## config.mk

```make
export PLATFORM = sky130hd
export DESIGN_NAME = cpu_addressing_mode_decoder
export DESIGN_NICKNAME = d
export VERILOG_FILES = /design/src/core/addr_decode_pkg.sv /design/src/core/decode_if.sv /design/src/core/opcode_classifier.sv /design/src/core/ea_adder.sv /design/src/core/cpu_addressing_mode_decoder.sv
export VERILOG_INCLUDE_DIRS = /design/src /design/src/core
export SDC_FILE = /design/constraint.sdc
export NUM_CORES = 1
export LEC_CHECK = 0
export ABC_AREA = 1
export BUFFER_PORTS_ARGS = -buffer_cell sky130_fd_sc_hd__buf_4
export CELL_PAD_IN_SITES_DETAIL_PLACEMENT = 1
export CELL_PAD_IN_SITES_GLOBAL_PLACEMENT = 1
export CORE_MARGIN = 5
export CORE_UTILIZATION = 44
export CTS_BUF_LIST = sky130_fd_sc_hd__clkbuf_4 sky130_fd_sc_hd__clkbuf_8
export CTS_CLUSTER_DIAMETER = 60
export CTS_CLUSTER_SIZE = 30
export DETAILED_ROUTE_END_ITERATION = 7
export GPL_TIMING_DRIVEN = 0
export PLACE_DENSITY_LB_ADDON = 0.12
export REMOVE_ABC_BUFFERS = 1
export SKIP_CTS_REPAIR_TIMING = 1
export SLEW_MARGIN = 40
export SYNTH_ARGS = -nofsm -noshare
export SYNTH_HDL_FRONTEND = slang
export SYNTH_SLANG_ARGS = --single-unit
```

## constraint.sdc

```tcl
create_clock -name clk -period 7 [get_ports clk]
set_input_delay 0.7 -clock clk [delete_from_list [all_inputs] [get_ports clk]]
set_output_delay 0.7 -clock clk [all_outputs]
set_load 0.02 [all_outputs]
```

## src/core/addr_decode_regs.svh

```systemverilog
// Purpose: named codes for the addressing-mode decoder.
// Assumes: included by bare name; definitions only.
// Notes: opcode rows are the high nibble of the opcode byte.
`ifndef ADDR_DECODE_REGS_SVH
`define ADDR_DECODE_REGS_SVH

// prefix byte values
`define PFX_SECOND_INDEX_CODE 8'h90
`define PFX_SECOND_INDIRECT_CODE 8'h91
`define PFX_INDIRECT_CODE 8'h92

// opcode rows (high nibble)
`define ROW_BIT_REL 4'h0
`define ROW_BIT 4'h1
`define ROW_REL 4'h2
`define ROW_MEM_DIR 4'h3
`define ROW_INH_ACC 4'h4
`define ROW_INH_IDX 4'h5
`define ROW_MEM_IDX 4'h6
`define ROW_MEM_IDX0 4'h7
`define ROW_INH_MISC1 4'h8
`define ROW_INH_MISC2 4'h9
`define ROW_IMM 4'hA
`define ROW_DIR_SHORT 4'hB
`define ROW_DIR_LONG 4'hC
`define ROW_IDX_LONG 4'hD
`define ROW_IDX_SHORT 4'hE
`define ROW_IDX_NONE 4'hF

// opcode columns (low nibble)
`define COL_REL_CALL 4'hD
`define COL_JUMP 4'hC
`define COL_CALL 4'hD

// byte counts
`define BYTES_NONE 2'h0
`define BYTES_ONE 2'h1
`define BYTES_TWO 2'h2
`define LEN_OPCODE 3'h1
`define LEN_STEP 3'h1
`define PC_STEP 16'h0001
`define ADDR_STEP 16'h0001
`define PAGE_ZERO_HI 8'h00
`define ZERO_WORD 16'h0000

`endif

```

## src/core/addr_decode_pkg.sv

```systemverilog
// Purpose: types shared by the addressing-mode decoder modules.
// Assumes: nothing beyond SystemVerilog.
// Notes: widths follow the 8-bit core with a 16-bit address space.
package addr_decode_pkg;

  typedef enum logic [1:0] {
    pfx_none = 2'h0,
    second_index_prefix = 2'h1,
    indirect_prefix = 2'h2,
    second_index_indirect_prefix = 2'h3
  } pfx_t;

  typedef enum logic [3:0] {
    am_inherent = 4'h0,
    am_immediate = 4'h1,
    am_dir_short = 4'h2,
    am_dir_long = 4'h3,
    am_idx_none = 4'h4,
    am_idx_short = 4'h5,
    am_idx_long = 4'h6,
    am_ind_short = 4'h7,
    am_ind_long = 4'h8,
    am_ind_idx_short = 4'h9,
    am_ind_idx_long = 4'hA,
    am_rel_dir = 4'hB,
    am_rel_ind = 4'hC
  } mode_t;

  typedef enum logic [2:0] {
    st_idle = 3'h0,
    st_op = 3'h1,
    st_decode = 3'h2,
    st_arg = 3'h3,
    st_ptr = 3'h4,
    st_disp = 3'h5,
    st_calc = 3'h6
  } state_t;

  typedef struct packed {
    state_t state;
    logic [15:0] pc;
    pfx_t prefix;
    logic [7:0] opcode;
    mode_t mode;
    logic use_y;
    logic illegal;
    logic has_rel;
    logic [1:0] arg_left;
    logic [1:0] ptr_left;
    logic [15:0] word;
    logic [15:0] ptr;
    logic [7:0] disp;
    logic [2:0] length;
    logic prog_rd;
    logic data_rd;
    logic [15:0] data_addr;
    logic busy;
    logic done;
    logic [15:0] eff_addr;
    logic [15:0] branch_target;
    logic [7:0] operand;
  } core_state_t;

endpackage : addr_decode_pkg

```

## src/core/decode_if.sv

```systemverilog
// Purpose: carries opcode and prefix to the classifier and its verdict back.
// Assumes: addr_decode_pkg compiled first.
// Notes: purely combinational bundle, no clocking.
`timescale 1ns/100ps
interface decode_if;
  import addr_decode_pkg::*;
  logic [7:0] opcode;
  pfx_t prefix;
  mode_t mode;
  logic use_y;
  logic [1:0] arg_bytes;
  logic [1:0] ptr_bytes;
  logic has_rel;
  logic illegal;

  modport classifier (
    input opcode,
    input prefix,
    output mode,
    output use_y,
    output arg_bytes,
    output ptr_bytes,
    output has_rel,
    output illegal
  );

  modport core (
    output opcode,
    output prefix,
    input mode,
    input use_y,
    input arg_bytes,
    input ptr_bytes,
    input has_rel,
    input illegal
  );
endinterface : decode_if

```

## src/core/opcode_classifier.sv

```systemverilog
// Purpose: maps prefix and opcode to addressing mode and byte counts.
// Assumes: opcode rows follow the high-nibble layout in the header.
// Notes: combinational; verdict valid while opcode and prefix are stable.
`timescale 1ns/100ps
`include "addr_decode_regs.svh"
module opcode_classifier
  import addr_decode_pkg::*;
(
  decode_if.classifier dif
);
  logic [3:0] row;
  logic [3:0] col;
  logic ind;
  logic ind_y;
  logic rel_row;

  assign row = dif.opcode[7:4];
  assign col = dif.opcode[3:0];
  assign ind = (dif.prefix == indirect_prefix);
  assign ind_y = (dif.prefix == second_index_indirect_prefix);
  assign rel_row = (row == `ROW_REL) || ((row == `ROW_IMM) && (col == `COL_REL_CALL));

  always_comb begin
    dif.mode = am_inherent;
    dif.arg_bytes = `BYTES_NONE;
    dif.ptr_bytes = `BYTES_NONE;
    dif.has_rel = 1'b0;
    dif.use_y = (dif.prefix == second_index_prefix) || ind_y;
    dif.illegal = 1'b0;
    if (rel_row) begin
      if (ind) begin
        dif.mode = am_rel_ind;
        dif.arg_bytes = `BYTES_ONE;
        dif.ptr_bytes = `BYTES_ONE;
      end else begin
        dif.mode = am_rel_dir;
        dif.has_rel = 1'b1;
      end
      dif.illegal = ind_y;
    end else begin
      unique case (row)
        `ROW_BIT_REL, `ROW_BIT, `ROW_MEM_DIR, `ROW_DIR_SHORT: begin
          // bit and memory-modify rows exist only in short form; ROW_DIR_SHORT also has a long form in ROW_DIR_LONG
          dif.arg_bytes = `BYTES_ONE;
          if (ind) begin
            dif.mode = am_ind_short;
            dif.ptr_bytes = `BYTES_ONE;
          end else begin
            dif.mode = am_dir_short;
          end
          dif.has_rel = (row == `ROW_BIT_REL);
          dif.illegal = ind_y;
        end
        `ROW_INH_ACC, `ROW_INH_IDX, `ROW_INH_MISC1, `ROW_INH_MISC2: begin
          dif.mode = am_inherent;
          dif.illegal = ind || ind_y;
        end
        `ROW_IMM: begin
          dif.mode = am_immediate;
          dif.arg_bytes = `BYTES_ONE;
          dif.illegal = ind || ind_y;
        end
        `ROW_MEM_IDX, `ROW_IDX_SHORT: begin
          dif.arg_bytes = `BYTES_ONE;
          if (ind || ind_y) begin
            dif.mode = am_ind_idx_short;
            dif.ptr_bytes = `BYTES_ONE;
          end else begin
            dif.mode = am_idx_short;
          end
        end
        `ROW_MEM_IDX0, `ROW_IDX_NONE: begin
          dif.mode = am_idx_none;
          dif.illegal = ind || ind_y;
        end
        `ROW_DIR_LONG: begin
          if (ind) begin
            dif.mode = am_ind_long;
            dif.arg_bytes = `BYTES_ONE;
            dif.ptr_bytes = `BYTES_TWO;
          end else begin
            dif.mode = am_dir_long;
            dif.arg_bytes = `BYTES_TWO;
          end
          dif.illegal = ind_y || (col == `COL_JUMP) || (col == `COL_CALL);
        end
        `ROW_IDX_LONG: begin
          if (ind || ind_y) begin
            dif.mode = am_ind_idx_long;
            dif.arg_bytes = `BYTES_ONE;
            dif.ptr_bytes = `BYTES_TWO;
          end else begin
            dif.mode = am_idx_long;
            dif.arg_bytes = `BYTES_TWO;
          end
          dif.illegal = (col == `COL_JUMP) || (col == `COL_CALL);
        end
      endcase
    end
  end
endmodule : opcode_classifier

```

## src/core/ea_adder.sv

```systemverilog
// Purpose: unsigned effective-address sum and signed relative target.
// Assumes: index is zero-extended, displacement sign-extended.
// Notes: combinational; 16-bit results wrap in the address space.
`timescale 1ns/100ps
`include "addr_decode_regs.svh"
module ea_adder (
  input wire logic [15:0] base,
  input wire logic [7:0] index,
  input wire logic add_index,
  input wire logic [15:0] pc,
  input wire logic [7:0] disp,
  output logic [15:0] ea,
  output logic [15:0] target
);
  always_comb begin
    ea = base + (add_index ? {`PAGE_ZERO_HI, index} : `ZERO_WORD);
    target = pc + {{8{disp[7]}}, disp};
  end
endmodule : ea_adder

```

## src/core/cpu_addressing_mode_decoder.sv

```systemverilog
// Purpose: fetch prefix, opcode and operand bytes, read pointers, form operand address.
// Assumes: program and data memories answer in the same cycle as their read strobe.
// Notes: one byte per cycle; results stand from the done pulse until the next start.
//
// Notes on behaviour
// - no-operand instructions are one byte only; the code also takes a 90 prefix on them, giving two bytes
// - opcode alone selects a no-operand operation
// - immediate: opcode plus one literal byte
// - short direct: one address byte, page zero
// - long direct: two address bytes, full space
// - indexed address is index plus offset, unsigned
// - indexed no offset: index value alone
// - short indexed: byte offset plus index
// - long indexed: word offset plus index
// - indirect: read pointer at address after opcode
// - short indirect: byte pointer, page zero
// - long indirect forms: byte address, word pointer
// - indirect indexed: pointer plus index, unsigned
// - short indirect indexed: byte pointer plus index
// - arithmetic and load groups take both forms
// - memory-modify, call, jump: short forms only
// - relative: pc plus sign-extended byte
// - relative displacement byte follows the opcode; in bit-test-relative the code takes it after the address byte
// - relative base is the following instruction
// - prefix 90 swaps first index for second
// - prefix 92 turns direct forms indirect
// - prefix 91 selects second index indirect indexed
`timescale 1ns/100ps
`include "addr_decode_regs.svh"
module cpu_addressing_mode_decoder
  import addr_decode_pkg::*;
(
  input wire logic clk,
  input wire logic reset_n,
  input wire logic start,
  input wire logic [15:0] start_pc,
  input wire logic [7:0] x_index,
  input wire logic [7:0] y_index,
  input wire logic [7:0] prog_rdata,
  input wire logic [7:0] data_rdata,
  output logic prog_rd,
  output logic [15:0] prog_addr,
  output logic data_rd,
  output logic [15:0] data_addr,
  output logic busy,
  output logic done,
  output pfx_t prefix,
  output logic [7:0] opcode,
  output mode_t addr_mode,
  output logic use_y,
  output logic illegal,
  output logic [2:0] length,
  output logic [7:0] operand,
  output logic [15:0] eff_addr,
  output logic [15:0] next_pc,
  output logic [15:0] branch_target
);
  core_state_t s_reg;
  core_state_t s_next;

  decode_if dif ();

  logic [15:0] ea_base;
  logic ea_add_index;
  logic [7:0] rel_disp;
  logic [15:0] ea_sum;
  logic [15:0] rel_sum;
  logic [7:0] sel_index;

  assign dif.opcode = s_reg.opcode;
  assign dif.prefix = s_reg.prefix;

  opcode_classifier u_classifier (
    .dif(dif)
  );

  assign sel_index = s_reg.use_y ? y_index : x_index;

  // pick the base word and whether the index joins it
  always_comb begin
    ea_base = s_reg.word;
    ea_add_index = 1'b0;
    unique case (s_reg.mode)
      am_inherent, am_immediate, am_rel_dir, am_rel_ind: begin
        ea_base = `ZERO_WORD;
      end
      am_dir_short, am_dir_long: begin
        ea_base = s_reg.word;
      end
      am_idx_none: begin
        ea_base = `ZERO_WORD;
        ea_add_index = 1'b1;
      end
      am_idx_short, am_idx_long: begin
        ea_base = s_reg.word;
        ea_add_index = 1'b1;
      end
      am_ind_short, am_ind_long: begin
        ea_base = s_reg.ptr;
      end
      am_ind_idx_short, am_ind_idx_long: begin
        ea_base = s_reg.ptr;
        ea_add_index = 1'b1;
      end
    endcase
  end

  // indirect relative takes its displacement from the pointer byte
  assign rel_disp = (s_reg.mode == am_rel_ind) ? s_reg.ptr[7:0] : s_reg.disp;

  ea_adder u_adder (
    .base(ea_base),
    .index(sel_index),
    .add_index(ea_add_index),
    .pc(s_reg.pc),
    .disp(rel_disp),
    .ea(ea_sum),
    .target(rel_sum)
  );

  always_comb begin
    s_next = s_reg;
    s_next.prog_rd = 1'b0;
    s_next.data_rd = 1'b0;
    s_next.done = 1'b0;
    unique case (s_reg.state)
      st_idle: begin
        if (start) begin
          s_next.pc = start_pc;
          s_next.prefix = pfx_none;
          s_next.length = `LEN_OPCODE;
          s_next.illegal = 1'b0;
          s_next.busy = 1'b1;
          s_next.prog_rd = 1'b1;
          s_next.state = st_op;
        end
      end
      st_op: begin
        s_next.pc = s_reg.pc + `PC_STEP;
        // only one prefix is honoured; a second one decodes as an opcode
        if ((s_reg.prefix == pfx_none) && (prog_rdata == `PFX_SECOND_INDEX_CODE)) begin
          s_next.prefix = second_index_prefix;
          s_next.length = s_reg.length + `LEN_STEP;
          s_next.prog_rd = 1'b1;
        end else if ((s_reg.prefix == pfx_none) && (prog_rdata == `PFX_INDIRECT_CODE)) begin
          s_next.prefix = indirect_prefix;
          s_next.length = s_reg.length + `LEN_STEP;
          s_next.prog_rd = 1'b1;
        end else if ((s_reg.prefix == pfx_none)
                     && (prog_rdata == `PFX_SECOND_INDIRECT_CODE)) begin
          s_next.prefix = second_index_indirect_prefix;
          s_next.length = s_reg.length + `LEN_STEP;
          s_next.prog_rd = 1'b1;
        end else begin
          s_next.opcode = prog_rdata;
          s_next.state = st_decode;
        end
      end
      st_decode: begin
        s_next.mode = dif.mode;
        s_next.use_y = dif.use_y;
        s_next.illegal = dif.illegal;
        s_next.has_rel = dif.has_rel;
        s_next.arg_left = dif.arg_bytes;
        s_next.ptr_left = dif.ptr_bytes;
        s_next.word = `ZERO_WORD;
        s_next.ptr = `ZERO_WORD;
        s_next.disp = `PAGE_ZERO_HI;
        s_next.length = s_reg.length + {1'b0, dif.arg_bytes} + {2'b00, dif.has_rel};
        if (dif.arg_bytes != `BYTES_NONE) begin
          s_next.prog_rd = 1'b1;
          s_next.state = st_arg;
        end else if (dif.has_rel) begin
          s_next.prog_rd = 1'b1;
          s_next.state = st_disp;
        end else begin
          s_next.state = st_calc;
        end
      end
      st_arg: begin
        s_next.word = {s_reg.word[7:0], prog_rdata};
        s_next.pc = s_reg.pc + `PC_STEP;
        s_next.arg_left = s_reg.arg_left - `BYTES_ONE;
        if (s_reg.arg_left != `BYTES_ONE) begin
          s_next.prog_rd = 1'b1;
        end else if (s_reg.ptr_left != `BYTES_NONE) begin
          // pointer address is one byte, so pointers start in page zero
          s_next.data_addr = {`PAGE_ZERO_HI, prog_rdata};
          s_next.data_rd = 1'b1;
          s_next.state = st_ptr;
        end else if (s_reg.has_rel) begin
          s_next.prog_rd = 1'b1;
          s_next.state = st_disp;
        end else begin
          s_next.state = st_calc;
        end
      end
      st_ptr: begin
        s_next.ptr = {s_reg.ptr[7:0], data_rdata};
        s_next.ptr_left = s_reg.ptr_left - `BYTES_ONE;
        if (s_reg.ptr_left != `BYTES_ONE) begin
          s_next.data_addr = s_reg.data_addr + `ADDR_STEP;
          s_next.data_rd = 1'b1;
        end else if (s_reg.has_rel) begin
          s_next.prog_rd = 1'b1;
          s_next.state = st_disp;
        end else begin
          s_next.state = st_calc;
        end
      end
      st_disp: begin
        s_next.disp = prog_rdata;
        s_next.pc = s_reg.pc + `PC_STEP;
        s_next.state = st_calc;
      end
      st_calc: begin
        // pc already points past the last byte of this instruction
        s_next.eff_addr = ea_sum;
        s_next.branch_target = rel_sum;
        s_next.operand = s_reg.word[7:0];
        s_next.busy = 1'b0;
        s_next.done = 1'b1;
        s_next.state = st_idle;
      end
      default: begin
        s_next.busy = 1'b0;
        s_next.state = st_idle;
      end
    endcase
  end

  always_ff @(posedge clk) begin
    if (!reset_n) begin
      s_reg <= '0;
    end else begin
      s_reg <= s_next;
    end
  end

  assign prog_rd = s_reg.prog_rd;
  assign prog_addr = s_reg.pc;
  assign data_rd = s_reg.data_rd;
  assign data_addr = s_reg.data_addr;
  assign busy = s_reg.busy;
  assign done = s_reg.done;
  assign prefix = s_reg.prefix;
  assign opcode = s_reg.opcode;
  assign addr_mode = s_reg.mode;
  assign use_y = s_reg.use_y;
  assign illegal = s_reg.illegal;
  assign length = s_reg.length;
  assign operand = s_reg.operand;
  assign eff_addr = s_reg.eff_addr;
  assign next_pc = s_reg.pc;
  assign branch_target = s_reg.branch_target;
endmodule : cpu_addressing_mode_decoder

```

* Yosys cells after proc, flatten, opt, wreduce, memory -nomap -nowiden
Index checks and enable logic that the tools add are counted.
** Word-level totals
- Register bits after elaboration :: 143
- Input bits :: 51
- Output and inout port bits :: 111
- Word-level logic and storage cells :: 200
** Cells by class
- Add/subtract/negate cells :: 9
- Equal/unequal tests :: 52
- Muxes and demuxes :: 69
- Bitwise operators :: 4
- Reductions and logical operators :: 44
** Operators by type and width (count)
- 16-bit case mux with 2 select lines :: 3
- 4-bit == test (second input constant) :: 15
- 17-bit 2-to-1 mux :: 3
- 16-bit case mux with 3 select lines :: 1
- 41-bit 2-to-1 mux :: 1
- 17-bit case mux with 2 select lines :: 1
- 16-bit by 1-bit adder with 16-bit output (second input constant) :: 2
- 16-bit adder :: 2
- 4-bit by 3-bit == test with 1-bit output (second input constant) :: 8
- 4-bit 2-to-1 mux :: 8
- 4-bit case mux with 7 select lines :: 1
- 3-bit 2-to-1 mux :: 9
- 8-bit == test (second input constant) :: 3
- 8-bit 2-to-1 mux :: 3
- 2-bit 2-to-1 mux :: 11
- 21-bit 2-to-1 mux :: 1
- 3-bit case mux with 6 select lines :: 1
- 2-bit nonzero test :: 9
- 4-bit by 2-bit == test with 1-bit output (second input constant) :: 4
- 2-bit != test (second input constant) :: 8
- 8-bit case mux with 2 select lines :: 1
- 4-bit OR reduction :: 4
- 1-bit 2-to-1 mux :: 15
- 5-bit OR reduction :: 3
- 33 further kinds :: 61

* Depth between registers and ports, before layout
- Word-level depth :: 8
- Mapped depth :: 19
- Depth with buffers taken out :: 19

* By module
Synthesis repeated with hierarchy kept, for this count alone.
** Unflattened totals
- Cells, all modules :: 1490
- Area, all modules :: 9561.7 µm²
** By module, submodules not included
- cpu_addressing_mode_decoder :: instances 1, cells each 1095, area each 7568.5 µm², seq. area each 2862.7 µm²
- ea_adder :: instances 1, cells each 322, area each 1680.4 µm², seq. area each 0.0 µm²
- opcode_classifier :: instances 1, cells each 73, area each 312.8 µm², seq. area each 0.0 µm²

* Least setup slack after synthesis
Ideal clock, no wire load.
- Path type :: register to register
- Start :: register s_reg (netlist bit addr_mode[2])
- End :: register s_reg (netlist bit eff_addr[12])
- Setup time :: 113 ps
- Arrival time :: 2579 ps
- Data required time :: 6887 ps
- Setup slack :: 4308 ps
- Cell stages (with the launch flop) :: 20
- Buffers on the path :: 0
- Period minus slack after synthesis :: 2692 ps
- Cell sequence :: dfxtp_1 -> inv_1 -> nor2_2 -> inv_1 -> o21ai_0 -> inv_1 -> a21oi_1 -> ha_1 -> inv_1 -> fa_1 -> o21ai_0 -> nand2_1 -> nand3_1 -> nand2_1 -> nor2_1 -> nand2_1 -> nand2_1 -> nand2_1 -> o21ai_1 -> inv_1
** On the way
- Word-level cells in the longest chain between the ends :: 5
- Elaborated cells on any way between the ends :: 21
- Classes of those cells :: add/sub: 1; eq/ne: 12; mux: 3; reduce/logical: 5
** RTL lines
- start: declaration :: RTL line cpu_addressing_mode_decoder.sv:58 : core_state_t s_reg;
- start signal: assignment :: RTL line cpu_addressing_mode_decoder.sv:236 : s_reg <= s_next;
- 4-bit == test or 4-bit by 3-bit == test with 1-bit output (tied branches) :: RTL line cpu_addressing_mode_decoder.sv:83 : unique case (s_reg.mode)
- 5-bit OR reduction (no source line)
- 1-bit 2-to-1 mux :: RTL line cpu_addressing_mode_decoder.sv:83
- 8-bit 2-to-1 mux (no source line)
- 16-bit adder * :: RTL line ea_adder.sv:16 : ea = base + (add_index ? {`PAGE_ZERO_HI, index} : `ZERO_WORD);
Mark *: on every way between the ends. The rest lies on a longest branch, timed or not.
A chain may end at the register's enable or synchronous reset.

* Worst setup path in the final report
- Start :: register s_reg (netlist bit addr_mode[2])
- End :: register s_reg (netlist bit eff_addr[14])
The elaborated chain is that of the path after synthesis.

==> impl_metrics.yaml <==
timing:
  drv_slew: 0
  tns_ns: 0
  finalSetupViolCount: 0
  rsz0062_at_grt: "no"
  finalHoldViolCount: 0
  clock-skew-final_ns: 0.0200
  fin_crit_sh_pct: 50.7
  worst_slew_pin_slew_ns: 0.786
  min_period_ns: 3.55
  max_slew_margin_pct: 47.5
  fmax_mhz: 282
worst_setup_path:
  cp_num_buf_inv: 5
  crit_slowest_cell: "o21ai_0"
  cp_cell_sequence: "inv_1 > nor2_2 > inv_1 > o21ai_0 > inv_1 > a21oi_1 > ha_1 > inv_1 > fa_1 > o21ai_0 > nand2_1 > nand3_1 > nand2_1 > nor2_1 > nand2_1 > nand2_1 > nand2_1 > o21ai_1 > inv_1"
  cp-startpoint: "addr_mode[2]"
  end_kind: "flip-flop"
  worst_ep_arrival_time_ns: 3.90
  critPathMaxStageDelay_ns: 0.43
  worstSetupPathType: "flip-flop to flip-flop"
  crit_fanout: 7
  crit_path_start_kind: "flip-flop"
  timing.rr.start: "addr_mode[2]"
  crit_required_ns: 7.35
  crit_family: "compound AO/OA/AOI/OAI gates"
finish:
  antenna_cells: 0
  largest_reg_flops: 48
  drive_gt1_share_pct: 18.3
  nets: 1405
  layoutNonFillerInstCount: 1599
  synthToLayoutAreaGrowth_pct: 11.7
yosys:
  synth_area_leaders: "dfxtp_1 (32%), nand2_1 (12%), buf_4 (9.1%), a21oi_1 (6.7%), inv_1 (5.4%)"
  synthDistinctLibCells: 54
  yosysWarnings: 0
  syn-cell-area_mm2: 0.00883
  synthCells: 1281
  yosysTopAreaCell: "dfxtp_1"
  ys_ff_latch: 143
  yosys.area.top_type_share_pct: 32.4
  seq_area_frac_synth_pct: 32.4
  synth_ff_type: "dfxtp_1"
  synth_edf_count: 0
  synth_area_per_cell_um2: 6.89
  synthArstFlopShare_pct: 0
detailed_routing:
  post_drt_wl_per_cell_um: 16.8
  routed_wl_mm: 26.9
  dr.first_iter.drc_count: 381
  routed-via-count: 8444
  viasPerCell: 5.28
  dr.pass1.iters: 5
  antenna_left: 0
  route.detailed.drc: 0
clock_network:
  cts_tree: "done"
  cts_sinks: 143
  clk_latency_ns: 0.46
  numCtsBuffers: 17
  htreeDepth: 4
  cts.path.max_buffers: 2
  path_clk_slew_ns: 0.08
  ctsRootBufferMaster: "clkbuf_8"
floorplanning:
  dieArea_mm2: 0.0230
  num_rows: 51
  die_x_um: 152
  fp.dieH_um: 152
  core_mm2: 0.0196
  boundaryPins: 162
  start_util_pct: 45.1
global_routing:
  antenna_found_initial: 0
  gr-total-overflow: 0
  groute.usage.overall_pct: 23.4
  grt_pass1_wl_mm: 43.0
  grt_max_degree: 62
  grt_pass1_vias: 8456
pwr:
  power.leakage_nw: 4.33
  peakVddDrop_mv: 0.159
  power.density_mw_per_mm2: 310
placement:
  port_buffers: 161
  dp.cells: 1567
  dp_hpwl_mm: 20.2
  gp_congestion: 0.874
status:
  status: "finished clean"
min_path:
  hp-class: "flip-flop to flip-flop"
  holdCritStartpoint: "s_reg[100]"
job:
  drv_cap: 0
-- power by group --
group	leakage, nW	total, mW	internal, mW	switching, mW
Combinational	2.99	1.29	0.441	0.850
Clock	0.185	0.639	0.294	0.344
Sequential	1.16	1.13	0.932	0.194
Total	4.33	3.06	1.67	1.39
-- per-stage QoR --
step | worst slack, ns | total power, mW | hold WS [ns] | util [%] | area [um^2]
after global placement | 1.63 | 2.39 | 0.448 | 48.0 | 9400
after detailed placement | 3.49 | 2.43 | 0.452 | 48.5 | 9490
after global routing | 3.11 | 3.27 | 0.484 | 50.4 | 9870
after CTS | 3.48 | 3.08 | 0.465 | 50.4 | 9870
final | 3.45 | 3.06 | 0.464 | 50.4 | 9870
after floorplan | 3.99 | 1.91 | 0.441 | - | 7860
-- cells by family after synthesis --
logic type | Yosys count | synth area share (%)
flip-flops | 143 | 32.4
AND/OR/NAND/NOR | 518 | 25.7
buffers and inverters | 287 | 17.1
XOR/XNOR | 24 | 2.38
adder cells (fa/ha/maj) | 33 | 5.02
AO/OA/AOI/OAI | 276 | 17.4
-- cell usage after synthesis, types with 13 or more instances --
cell type  count
inv_1        127
inv_2         13
a31oi_1       19
nor3_1        13
buf_4        107
ha_1          29
nand4_1       16
nor2_1       108
o21ai_0       85
nand3_1       74
clkbuf_1      22
xor2_1        19
a21oi_1      119
dfxtp_1      143
nand2_1      271
-- cell usage in the layout, fill, tap and decap left out, types with 5 or more instances in the layout --
cell type and n:
a21oi_1 119, nor2_1 108, o211ai_1 8, a31oi_1 19, buf_4 161, nor2_4 5, inv_1 127, clkbuf_8 18
clkinv_4 5, nand4_1 16, inv_2 13, dfxtp_1 143, xor2_1 19, ha_1 29, o22ai_1 11, nand2_2 8
nand2_1 271, o21ai_0 85, o21ai_1 7, nand3_1 74, nor3_1 13, xnor2_1 5
-- routing by layer --
layer  vias to the layer above  GRT usage (%)  routed length, um
li1                       4194              -                  -
met2                       166           39.8              12900
met3                        35           3.69               1210
met4                         0           6.83                445
met5                         -              0                  0
met1                      4049           30.8              12400
-- layout make-up --
class                           count  area, um^2
Clock buffer                       19         255
Clock inverter                     13         116
Fill cell                        2604        9720
Inverter                          143         544
Multi-Input combinational cell    851        4460
Sequential cell                   143        2860
Tap cell                          265         332
Timing Repair Buffer              165        1290
-- worst paths after layout --
path         cells past startpoint           end  slack [ns]
max reg2reg                     19  eff_addr[14]        3.45
min                              2    s_reg[100]        0.46
min reg2reg                      2    s_reg[100]        0.46
max                             19  eff_addr[14]        3.45
-- worst register-to-register path, stage by stage (launching register included) --
cell and delay, ns:
dfxtp_1 0.39, inv_1 0.10, nor2_2 0.14, inv_1 0.06
o21ai_0 0.43, inv_1 0.25, a21oi_1 0.23, ha_1 0.20
inv_1 0.06, fa_1 0.39, o21ai_0 0.40, nand2_1 0.10
nand3_1 0.15, nand2_1 0.07, nor2_1 0.15, nand2_1 0.09
nand2_1 0.06, nand2_1 0.04, o21ai_1 0.11, inv_1 0.05
No activity file was read; power rests on OpenSTA's default activity.
